$ cat src/pkg/fspc_pkg.sv
// Shared constants and carriers of the flash self-programming controller.
// Assumes a 32-bit classic Wishbone host and a flash macro on one clock.
package fspc_pkg;
  // Register byte offsets
  localparam logic [7:0] OFS_CTRL   = 8'h00;
  localparam logic [7:0] OFS_KEY    = 8'h04;
  localparam logic [7:0] OFS_SRC    = 8'h08;
  localparam logic [7:0] OFS_DEST   = 8'h0c;
  localparam logic [7:0] OFS_LAT_LO = 8'h10;
  localparam logic [7:0] OFS_LAT_HI = 8'h14;
  localparam logic [7:0] OFS_STAT   = 8'h18;
  localparam logic [7:0] OFS_MASK   = 8'h1c;
  // Control field positions
  localparam int CTRL_START_BIT  = 15;
  localparam int CTRL_LAYOUT_BIT = 9;
  localparam int OP_W            = 4;
  // Operation codes in the low control nibble
  localparam logic [3:0] OP_PAIR  = 4'h1;
  localparam logic [3:0] OP_ROW   = 4'h2;
  localparam logic [3:0] OP_ERASE = 4'h3;
  // Unlock key bytes
  localparam logic [7:0] KEY_FIRST  = 8'h55;
  localparam logic [7:0] KEY_SECOND = 8'haa;
  // Geometry: row 64 instr (192 bytes), page 8 rows (512 instr)
  localparam int ROW_INSTRS    = 64;
  localparam int PAIRS_PER_ROW = ROW_INSTRS / 2;
  localparam int PAGE_ROWS     = 8;
  localparam logic [23:0] PAIR_STEP = 24'h000004;
  localparam logic [23:0] ROW_SPAN  = 24'h000080;
  localparam logic [23:0] PAGE_SPAN = 24'h000400;
  localparam int PART_BIT      = 22;
  // Status bits
  localparam int STAT_W          = 2;
  localparam int STAT_DONE_BIT   = 0;
  localparam int STAT_REJECT_BIT = 1;
  // Reset values
  localparam logic [3:0]  OP_RST   = 4'h0;
  localparam logic [23:0] ADDR_RST = 24'h000000;
  localparam logic [1:0]  STAT_RST = 2'h0;
  // Words per instruction pair in RAM
  localparam logic [2:0] WORDS_COMP   = 3'h3;
  localparam logic [2:0] WORDS_UNCOMP = 3'h4;

  // Wishbone request from the master
  typedef struct packed {
    logic        cyc;
    logic        stb;
    logic        we;
    logic [3:0]  sel;
    logic [7:0]  adr;
    logic [31:0] dat;
  } fspc_wb_req_t;

  // Two adjacent 24-bit instructions
  typedef struct packed {
    logic [23:0] second;
    logic [23:0] first;
  } fspc_pair_t;

  // Command to the flash array macro
  typedef struct packed {
    logic        req;
    logic [3:0]  op;
    logic [23:0] addr;
    fspc_pair_t  data;
  } fspc_flash_cmd_t;
endpackage

$ cat src/core/fspc_row_fetch.sv
// Fetches one instruction pair from data RAM in either row layout.
// Assumes RAM returns read data one clock after the read strobe.
module fspc_row_fetch (
  input  wire logic               clk_i,
  input  wire logic               rst_i,
  input  wire logic               go_i,
  input  wire logic               layout_i,
  input  wire logic [15:0]        ram_rdata_i,
  output logic                    ram_rd_o,
  output logic                    pair_valid_o,
  output fspc_pkg::fspc_pair_t    pair_o
);
  import fspc_pkg::*;

  logic [2:0] issue_reg;   // Reads issued so far
  logic [2:0] cap_reg;     // Words captured so far
  logic       rd_reg;      // Read strobe
  logic       rd_d_reg;    // Data valid this cycle
  logic       valid_reg;   // Pair complete pulse
  fspc_pair_t pair_reg;    // Assembled pair
  logic [2:0] words;       // Words per pair

  // Compressed layout packs both high bytes into one word
  assign words = layout_i ? WORDS_COMP : WORDS_UNCOMP;

  // Read strobe: exactly one word per cycle, no gaps
  always_ff @(posedge clk_i)
  begin
    if (rst_i)
    begin
      rd_reg    <= 1'b0;
      issue_reg <= 3'h0;
    end
    else if (go_i)
    begin
      rd_reg    <= 1'b1;
      issue_reg <= 3'h1;
    end
    else if (rd_reg)
    begin
      // Stop once the last word is on its way
      if (issue_reg == words)
        rd_reg <= 1'b0;
      else
        issue_reg <= issue_reg + 3'h1;
    end
  end

  // Capture returning words into the pair
  always_ff @(posedge clk_i)
  begin
    if (rst_i)
    begin
      rd_d_reg  <= 1'b0;
      cap_reg   <= 3'h0;
      valid_reg <= 1'b0;
      pair_reg  <= '0;
    end
    else
    begin
      rd_d_reg  <= rd_reg;
      valid_reg <= rd_d_reg && (cap_reg == words - 3'h1);
      if (go_i)
        cap_reg <= 3'h0;
      else if (rd_d_reg)
      begin
        cap_reg <= cap_reg + 3'h1;
        case (cap_reg)
          3'h0: pair_reg.first[15:0] <= ram_rdata_i;
          3'h1:
          begin
            pair_reg.first[23:16] <= ram_rdata_i[7:0];
            // Second MSB rides in the upper byte here
            if (layout_i)
              pair_reg.second[23:16] <= ram_rdata_i[15:8];
          end
          3'h2: pair_reg.second[15:0] <= ram_rdata_i;
          3'h3: pair_reg.second[23:16] <= ram_rdata_i[7:0];
          default: ;
        endcase
      end
    end
  end

  assign ram_rd_o     = rd_reg;
  assign pair_valid_o = valid_reg;
  assign pair_o       = pair_reg;
endmodule

$ cat src/core/fspc_top.sv
// Flash self-programming controller: Wishbone registers, unlock, sequencer.
// Assumes flash macro and data RAM on clk_i; flash_done_i is a one-cycle
// pulse from that macro, so no synchroniser is needed on it.

module fspc_top #(
  parameter int RAM_AW = 16,
  parameter int PAIRS  = fspc_pkg::PAIRS_PER_ROW
) (
  input  wire logic                    clk_i,
  input  wire logic                    rst_i,
  input  wire fspc_pkg::fspc_wb_req_t  wb_req_i,
  output logic                         wb_ack_o,
  output logic [31:0]                  wb_dat_o,
  output fspc_pkg::fspc_flash_cmd_t    flash_cmd_o,
  input  wire logic                    flash_done_i,
  output logic [RAM_AW-1:0]            ram_addr_o,
  output logic                         ram_rd_o,
  input  wire logic [15:0]             ram_rdata_i,
  output logic                         cpu_stall_o,
  output logic                         irq_o
);
  import fspc_pkg::*;

  // Sequencer states
  typedef enum logic [2:0] {
    ST_IDLE  = 3'b000,
    ST_FETCH = 3'b001,
    ST_ISSUE = 3'b010,
    ST_WAIT  = 3'b011,
    ST_DONE  = 3'b100
  } fspc_state_t;

  // Unlock progress
  typedef enum logic [1:0] {
    KEY_LOCKED = 2'b00,
    KEY_HALF   = 2'b01,
    KEY_OPEN   = 2'b10
  } fspc_key_t;

  fspc_state_t     state_reg;    // Sequencer state
  fspc_state_t     state_next;   // Its next value
  fspc_key_t       key_reg;      // Unlock progress
  logic            ack_reg;      // Bus acknowledge
  logic [31:0]     dat_reg;      // Bus read data
  logic            start_reg;    // Start / busy bit
  logic            layout_reg;   // Row data layout select
  logic [OP_W-1:0] op_reg;       // Selected operation
  logic [RAM_AW-1:0] src_reg;    // Row source RAM address
  logic [23:0]     dest_reg;     // Flash destination address
  logic [23:0]     lat_lo_reg;   // First write latch
  logic [23:0]     lat_hi_reg;   // Second write latch
  logic [STAT_W-1:0] stat_reg;   // Sticky events
  logic [STAT_W-1:0] mask_reg;   // Interrupt enables
  logic            irq_reg;      // Interrupt line
  logic            stall_reg;    // Processor stall
  logic            go_reg;       // Fetch one pair
  logic [5:0]      pair_cnt_reg; // Pairs done in this row
  fspc_flash_cmd_t cmd_reg;      // Flash command

  logic            req_live;     // Request present
  logic            wr_fire;      // Write commits this edge
  logic            rd_fire;      // Read completes this edge
  logic [7:0]      ofs;          // Word-aligned offset
  logic [31:0]     wdat;         // Write data
  logic            start_wr;     // Write asking to start
  logic            start_ok;     // Start accepted
  logic            reject;       // Start refused
  logic            op_known;     // Operation code is valid
  logic            row_op;       // Row program selected
  logic            fetch_rd;     // Fetcher read strobe
  logic            pair_valid;   // Fetched pair ready
  fspc_pair_t      pair_data;    // Fetched pair
  logic [31:0]     rd_word;      // Read mux output
  logic [STAT_W-1:0] stat_set;   // Events this cycle
  logic [STAT_W-1:0] stat_clr;   // Bits being read out

  // Byte-lane merge for partial writes
  function automatic logic [31:0] lane_merge(
    input logic [31:0] old_v,
    input logic [31:0] new_v,
    input logic [3:0]  sel);
    logic [31:0] res;
    res = old_v;
    for (int i = 0; i < 4; i++)
      if (sel[i])
        res[8*i +: 8] = new_v[8*i +: 8];
    return res;
  endfunction

  // Bus decode; the write lands on the acknowledged edge only
  assign req_live = wb_req_i.cyc & wb_req_i.stb;
  assign wr_fire  = req_live & wb_req_i.we & ack_reg;
  assign rd_fire  = req_live & ~wb_req_i.we & ack_reg;
  assign ofs      = {wb_req_i.adr[7:2], 2'b00};
  assign wdat     = wb_req_i.dat;

  assign op_known = (op_reg == OP_PAIR) | (op_reg == OP_ROW) |
                    (op_reg == OP_ERASE);
  assign row_op   = (op_reg == OP_ROW);

  // A start needs the key opened by the write just before it
  assign start_wr = wr_fire & (ofs == OFS_CTRL) & wb_req_i.sel[1] &
                    wdat[CTRL_START_BIT];
  assign start_ok = start_wr & (key_reg == KEY_OPEN) &
                    (state_reg == ST_IDLE) & op_known;
  assign reject   = start_wr & ~start_ok;

  // Acknowledge one cycle after the strobe, drop it the next
  always_ff @(posedge clk_i)
  begin
    if (rst_i)
      ack_reg <= 1'b0;
    else
      ack_reg <= req_live & ~ack_reg;
  end

  // Read mux; unmapped offsets read as zero
  always_comb
  begin
    rd_word = 32'h0000_0000;
    case (ofs)
      OFS_CTRL:
      begin
        rd_word[CTRL_START_BIT]  = start_reg;
        rd_word[CTRL_LAYOUT_BIT] = layout_reg;
        rd_word[OP_W-1:0]        = op_reg;
      end
      OFS_SRC:    rd_word[RAM_AW-1:0] = src_reg;
      OFS_DEST:   rd_word[23:0] = dest_reg;
      OFS_LAT_LO: rd_word[23:0] = lat_lo_reg;
      OFS_LAT_HI: rd_word[23:0] = lat_hi_reg;
      OFS_STAT:   rd_word[STAT_W-1:0] = stat_reg;
      OFS_MASK:   rd_word[STAT_W-1:0] = mask_reg;
      default:    rd_word = 32'h0000_0000; // Key reads zero too
    endcase
  end

  // Read data is sampled before ack so it is stable at the edge
  always_ff @(posedge clk_i)
  begin
    if (rst_i)
      dat_reg <= 32'h0000_0000;
    else if (req_live & ~ack_reg)
      dat_reg <= rd_word;
  end

  // Unlock tracker: any other write in between relocks
  always_ff @(posedge clk_i)
  begin
    if (rst_i)
      key_reg <= KEY_LOCKED;
    else if (wr_fire)
    begin
      if (ofs == OFS_KEY && wb_req_i.sel[0] &&
          wdat[7:0] == KEY_FIRST)
        key_reg <= KEY_HALF;
      else if (ofs == OFS_KEY && wb_req_i.sel[0] &&
               wdat[7:0] == KEY_SECOND && key_reg == KEY_HALF)
        key_reg <= KEY_OPEN;
      else
        key_reg <= KEY_LOCKED;
    end
  end

  // Control fields: frozen while an operation runs
  always_ff @(posedge clk_i)
  begin
    if (rst_i)
    begin
      layout_reg <= 1'b0;
      op_reg     <= OP_RST;
    end
    else if (wr_fire && ofs == OFS_CTRL && state_reg == ST_IDLE)
    begin
      if (wb_req_i.sel[0])
        op_reg <= wdat[OP_W-1:0];
      if (wb_req_i.sel[1])
        layout_reg <= wdat[CTRL_LAYOUT_BIT];
    end
  end

  // Start bit: set on an unlocked start, cleared at completion
  always_ff @(posedge clk_i)
  begin
    if (rst_i)
      start_reg <= 1'b0;
    else if (start_ok)
      start_reg <= 1'b1;
    else if (state_reg == ST_DONE)
      start_reg <= 1'b0;
  end

  // Write latches for pair programming
  always_ff @(posedge clk_i)
  begin
    if (rst_i)
    begin
      lat_lo_reg <= ADDR_RST;
      lat_hi_reg <= ADDR_RST;
    end
    else if (wr_fire && state_reg == ST_IDLE)
    begin
      if (ofs == OFS_LAT_LO)
        lat_lo_reg <= 24'(lane_merge({8'h00, lat_lo_reg}, wdat,
                                     wb_req_i.sel));
      if (ofs == OFS_LAT_HI)
        lat_hi_reg <= 24'(lane_merge({8'h00, lat_hi_reg}, wdat,
                                     wb_req_i.sel));
    end
  end

  // Source pointer: written by software, walked by the fetcher
  always_ff @(posedge clk_i)
  begin
    if (rst_i)
      src_reg <= '0;
    else if (fetch_rd)
      src_reg <= src_reg + RAM_AW'(2);
    else if (wr_fire && ofs == OFS_SRC && state_reg == ST_IDLE)
      src_reg <= RAM_AW'(lane_merge(32'(src_reg), wdat,
                                    wb_req_i.sel));
  end

  // Destination: row base at a row launch, one pair step per row pair programmed
  always_ff @(posedge clk_i)
  begin
    if (rst_i)
      dest_reg <= ADDR_RST;
    else if (start_ok && row_op)
      dest_reg <= dest_reg & ~(ROW_SPAN - 24'h1);
    else if (state_reg == ST_WAIT && flash_done_i && row_op)
      dest_reg <= dest_reg + PAIR_STEP;
    else if (wr_fire && ofs == OFS_DEST && state_reg == ST_IDLE)
      dest_reg <= 24'(lane_merge({8'h00, dest_reg}, wdat,
                                 wb_req_i.sel));
  end

  // Sequencer next state
  always_comb
  begin
    state_next = state_reg;
    case (state_reg)
      ST_IDLE:
        if (start_ok)
          state_next = row_op ? ST_FETCH : ST_ISSUE;
      ST_FETCH:
        if (pair_valid)
          state_next = ST_ISSUE;
      ST_ISSUE:
        state_next = ST_WAIT;
      ST_WAIT:
        if (flash_done_i)
        begin
          // A row ends after its last pair
          if (row_op && pair_cnt_reg != 6'(PAIRS - 1))
            state_next = ST_FETCH;
          else
            state_next = ST_DONE;
        end
      ST_DONE:
        state_next = ST_IDLE;
      default:
        state_next = ST_IDLE;
    endcase
  end

  // Sequencer state, fetch trigger and pair counter
  always_ff @(posedge clk_i)
  begin
    if (rst_i)
    begin
      state_reg    <= ST_IDLE;
      go_reg       <= 1'b0;
      pair_cnt_reg <= 6'h00;
    end
    else
    begin
      state_reg <= state_next;
      go_reg    <= (state_next == ST_FETCH) &&
                   (state_reg != ST_FETCH);
      if (state_reg == ST_IDLE)
        pair_cnt_reg <= 6'h00;
      else if (state_reg == ST_WAIT && flash_done_i)
        pair_cnt_reg <= pair_cnt_reg + 6'h01;
    end
  end

  // Flash command: one request pulse per erase or pair write
  always_ff @(posedge clk_i)
  begin
    if (rst_i)
      cmd_reg <= '0;
    else
    begin
      cmd_reg.req <= (state_reg == ST_ISSUE);
      if (state_reg == ST_ISSUE)
      begin
        cmd_reg.op <= op_reg;
        case (op_reg)
          OP_ERASE:
            cmd_reg.addr <= dest_reg & ~(PAGE_SPAN - 24'h1);
          OP_PAIR:
          begin
            cmd_reg.addr <= dest_reg & ~(PAIR_STEP - 24'h1);
            cmd_reg.data <= '{second: lat_hi_reg, first: lat_lo_reg};
          end
          default:
          begin
            // Row: the walked address and the fetched pair
            cmd_reg.addr <= dest_reg;
            cmd_reg.data <= pair_data;
          end
        endcase
      end
    end
  end

  // Stall only when the target is the running partition
  always_ff @(posedge clk_i)
  begin
    if (rst_i)
      stall_reg <= 1'b0;
    else
      stall_reg <= (state_next != ST_IDLE) &&
                   (state_next != ST_DONE) &&
                   !dest_reg[PART_BIT];
  end

  // Events; a set in the same cycle as its read-clear wins
  assign stat_set[STAT_DONE_BIT]   = (state_reg == ST_DONE);
  assign stat_set[STAT_REJECT_BIT] = reject;
  assign stat_clr = (rd_fire && ofs == OFS_STAT) ?
                    dat_reg[STAT_W-1:0] : '0;

  always_ff @(posedge clk_i)
  begin
    if (rst_i)
    begin
      stat_reg <= STAT_RST;
      mask_reg <= STAT_RST;
    end
    else
    begin
      stat_reg <= (stat_reg & ~stat_clr) | stat_set;
      if (wr_fire && ofs == OFS_MASK && wb_req_i.sel[0])
        mask_reg <= wdat[STAT_W-1:0];
    end
  end

  // Interrupt level while any enabled event is pending
  always_ff @(posedge clk_i)
  begin
    if (rst_i)
      irq_reg <= 1'b0;
    else
      irq_reg <= |(stat_reg & mask_reg);
  end

  // Pair fetcher for row programming
  fspc_row_fetch u_fetch (
    .clk_i        (clk_i),
    .rst_i        (rst_i),
    .go_i         (go_reg),
    .layout_i     (layout_reg),
    .ram_rdata_i  (ram_rdata_i),
    .ram_rd_o     (fetch_rd),
    .pair_valid_o (pair_valid),
    .pair_o       (pair_data)
  );

  assign wb_ack_o    = ack_reg;
  assign wb_dat_o    = dat_reg;
  assign flash_cmd_o = cmd_reg;
  assign ram_addr_o  = src_reg;
  assign ram_rd_o    = fetch_rd;
  assign cpu_stall_o = stall_reg;
  assign irq_o       = irq_reg;
endmodule

$ cat config.mk
export PLATFORM = sky130hd
export DESIGN_NAME = fspc_top
export DESIGN_NICKNAME = d
export VERILOG_FILES = /design/src/pkg/fspc_pkg.sv /design/src/core/fspc_row_fetch.sv /design/src/core/fspc_top.sv
export SDC_FILE = /design/constraint.sdc
export NUM_CORES = 1
export LEC_CHECK = 0
export BUFFER_PORTS_ARGS = -buffer_cell sky130_fd_sc_hd__buf_2
export CAP_MARGIN = 20
export CORE_MARGIN = 5
export CORE_UTILIZATION = 25
export CTS_CLUSTER_SIZE = 40
export DETAILED_ROUTE_END_ITERATION = 8
export PLACE_DENSITY = 0.53
export SYNTH_ARGS = -nofsm -noshare
export SYNTH_HDL_FRONTEND = slang
export SYNTH_SLANG_ARGS = --single-unit
export TNS_END_PERCENT = 30
$ cat constraint.sdc
create_clock -name clk_i -period 2.56 [get_ports clk_i]
set_clock_uncertainty 0.2 [all_clocks]
set_input_delay 0.512 -clock clk_i [delete_from_list [all_inputs] [get_ports clk_i]]
set_output_delay 0.512 -clock clk_i [all_outputs]
set_load 0.02 [all_outputs]
==> results.tsv <==
metric	value	unit
clk_latency	0.58	ns
cp_max_fo	14	
drtIter0Drc	1029	
nFillCells	5002	
finalCritPeriodShare	91.3	%
ios	195	
reg2reg_depth	5	
synth-seq-cells	271	
grt_max_degree	65	
grt_pass1_vias	10700	
numPortBuffers	175	
cp-start-kind	register	
end_kind	register	
syn_to_final_growth	26.0	%
hp-class	in -> reg	
drive_gt1_share	19.4	%
wire_per_inst	20.1	microns
seq_area	5430	sq um
vias_per_cell	5.08	
netlist_area	11800	sq um
wl	44.7	mm
cts.clk_slew.worst_paths	0.06	ns
drc	0	
cts.sinks	271	
synth.area.top_cells	dfxtp_1, nand2_1, mux2i_1	
fin_util	31.9	%
async_flop_share	0	%
yosysMostFrequentCell	dfxtp_1	
drv_cap	0	
synth_commonest_cells	dfxtp_1, nand2_1, nor2_1, a21oi_1, mux2i_1	
synth_cells	1402	
vias	11300	
ir_worst_vdd	0.508	mV
die_h	227	microns
coreArea	46700	sq um
postCtsSetupRepairBufs	0	
hold_viol_final	0	
grt-ovfl-total	0	
required	2.84	ns
p_leak	5.47	nW
antenna_found_initial	1	
clock.fmax	0.428	GHz
synth_cell_type_count	66	
slew_headroom	53.8	%
synth_top_cell_area_share	45.9	%
grt.total_usage	16.5	%
worst_slew_pin_slew	0.694	ns
finalSetupTns	0	ns
place_hpwl	33.7	mm
arrival	2.62	ns
synth-seq-area-share	45.9	%
grt_pass1_wl	66.3	mm
htree_levels	1	
synth_flop_cell	dfxtp_1	
cts_root_buf	clkbuf_16	
grt_setup_unrepaired	no	
finalCriticalPeriod	2.34	ns
dieArea	51800	sq um
slew_viol_final	0	
cts_buffer_depth	3	
yosysWarnings	0	
initial_core_util	25.3	%
die_x	227	microns
syn_area_per_cell	8.44	sq um
min_path_cells	3	
powerDensity	615	nW/um^2
finalSetupViolCount	0	
status	complete, no violations	
crit_type	reg -> reg	
synth_top_cell_by_area	dfxtp_1	
nNetsFinal	1667	
dr.pass1.iters	6	
routabilityCongestion	0.865	
tritoncts	yes	
cts-buffers-inserted	31	
multi_input_area	5910	sq um
rows	79	
synth_edf_count	0	
largest_register_ffs	77	
ant_nets	0	
==> placed cells by master, fill, tap and decap left out, types with 14 or more instances in the layout <==
cell | netlist | final
mux2i_1 | 79 | 79
a211oi_1 | 59 | 59
a21oi_1 | 136 | 135
nand2_1 | 232 | 232
nor3_1 | 23 | 23
nand3_1 | 70 | 70
buf_2 | 15 | 174
inv_1 | 14 | 14
nand4_1 | 25 | 25
clkbuf_16 | 0 | 31
a22oi_1 | 43 | 43
nor2_1 | 145 | 145
buf_4 | 11 | 59
dlygate4sd3_1 | 0 | 18
a22o_1 | 18 | 18
o21ai_0 | 15 | 15
dfxtp_1 | 271 | 271
==> critical path: stages, from the launching register on <==
cell and delay [ns]:
dfxtp_1 0.49, nor4b_1 0.39, nand2_1 0.43, nor2_1 0.28
a311oi_2 0.13, a2111oi_2 0.32
==> where the power goes <==
part / total [W] / switching, W / internal (W)
clock network: 0.00462 / 0.00188 / 0.00274
registers: 0.00423 / 0.00000487 / 0.00422
logic: 0.000318 / 0.000227 / 0.0000910
total: 0.00916 / 0.00211 / 0.00705
==> what timing repair did <==
action | CTS | global route
hold endpoints to repair | 38 | 0
setup endpoints to repair | 0 | 1
hold buffers | 18 | 0
resized for setup | 0 | 1
==> final cells by class <==
| cell class | instances | area share, % |
|---|---|---|
| Timing Repair Buffer | 261 | 11.3 |
| Clock inverter | 16 | 1.42 |
| Antenna cell | 1 | 0.0168 |
| Tap cell | 607 | 5.10 |
| Inverter | 14 | 0.353 |
| Sequential cell | 271 | 36.4 |
| Multi-Input combinational cell | 1013 | 39.7 |
| Clock buffer | 42 | 5.69 |
==> metrics by stage <==
stage	instances	total power (W)	setup slack [ns]	area, sq um	hold WS, ns
finish	2225	0.00916	0.223	14900	0.0227
global route	2224	0.00945	0.0199	14900	0.00932
CTS	2224	0.00926	0.220	14900	0.000281
detailed placement	2148	0.00461	0.0431	13600	0.244
global placement	2148	0.00461	0.0860	13600	0.241
floorplan	1409	0.00445	0.176	11900	0.236
==> worst paths after layout <==
kind	startpoint	endpoint	slack [ns]
min	ram_rdata_i[11]	u_fetch.pair_o[11]$_SDFFE_PP0P_	0.02
max reg2reg	op_reg[1]$_SDFFE_PP0P_	dest_reg[16]$_SDFFE_PP0P_	0.22
max	op_reg[1]$_SDFFE_PP0P_	dest_reg[16]$_SDFFE_PP0P_	0.22
min reg2reg	u_fetch.pair_o[22]$_SDFFE_PP0P_	u_fetch.pair_o[22]$_SDFFE_PP0P_	0.25
==> metal layers <==
layer | global-route usage (%) | vias to the layer above | routed length [microns]
met1 | 23.0 | 5405 | 19900
met2 | 27.0 | 412 | 20700
met5 | 0 | - | 0
li1 | - | 5428 | -
met4 | 3.18 | 0 | 898
met3 | 3.30 | 57 | 3200
==> kinds of logic after synthesis <==
kind of cell / share of synthesized area (%)
buffers and inverters: 4.60
muxes: 6.88
other: 0.0317
adders and majority gates: 0.952
DFF: 45.9
xor gates and xnor gates: 0.741
and+or+nand+nor: 22.6
AOI/OAI and AO/OA: 18.3
Power figures use the tool's default switching activity.
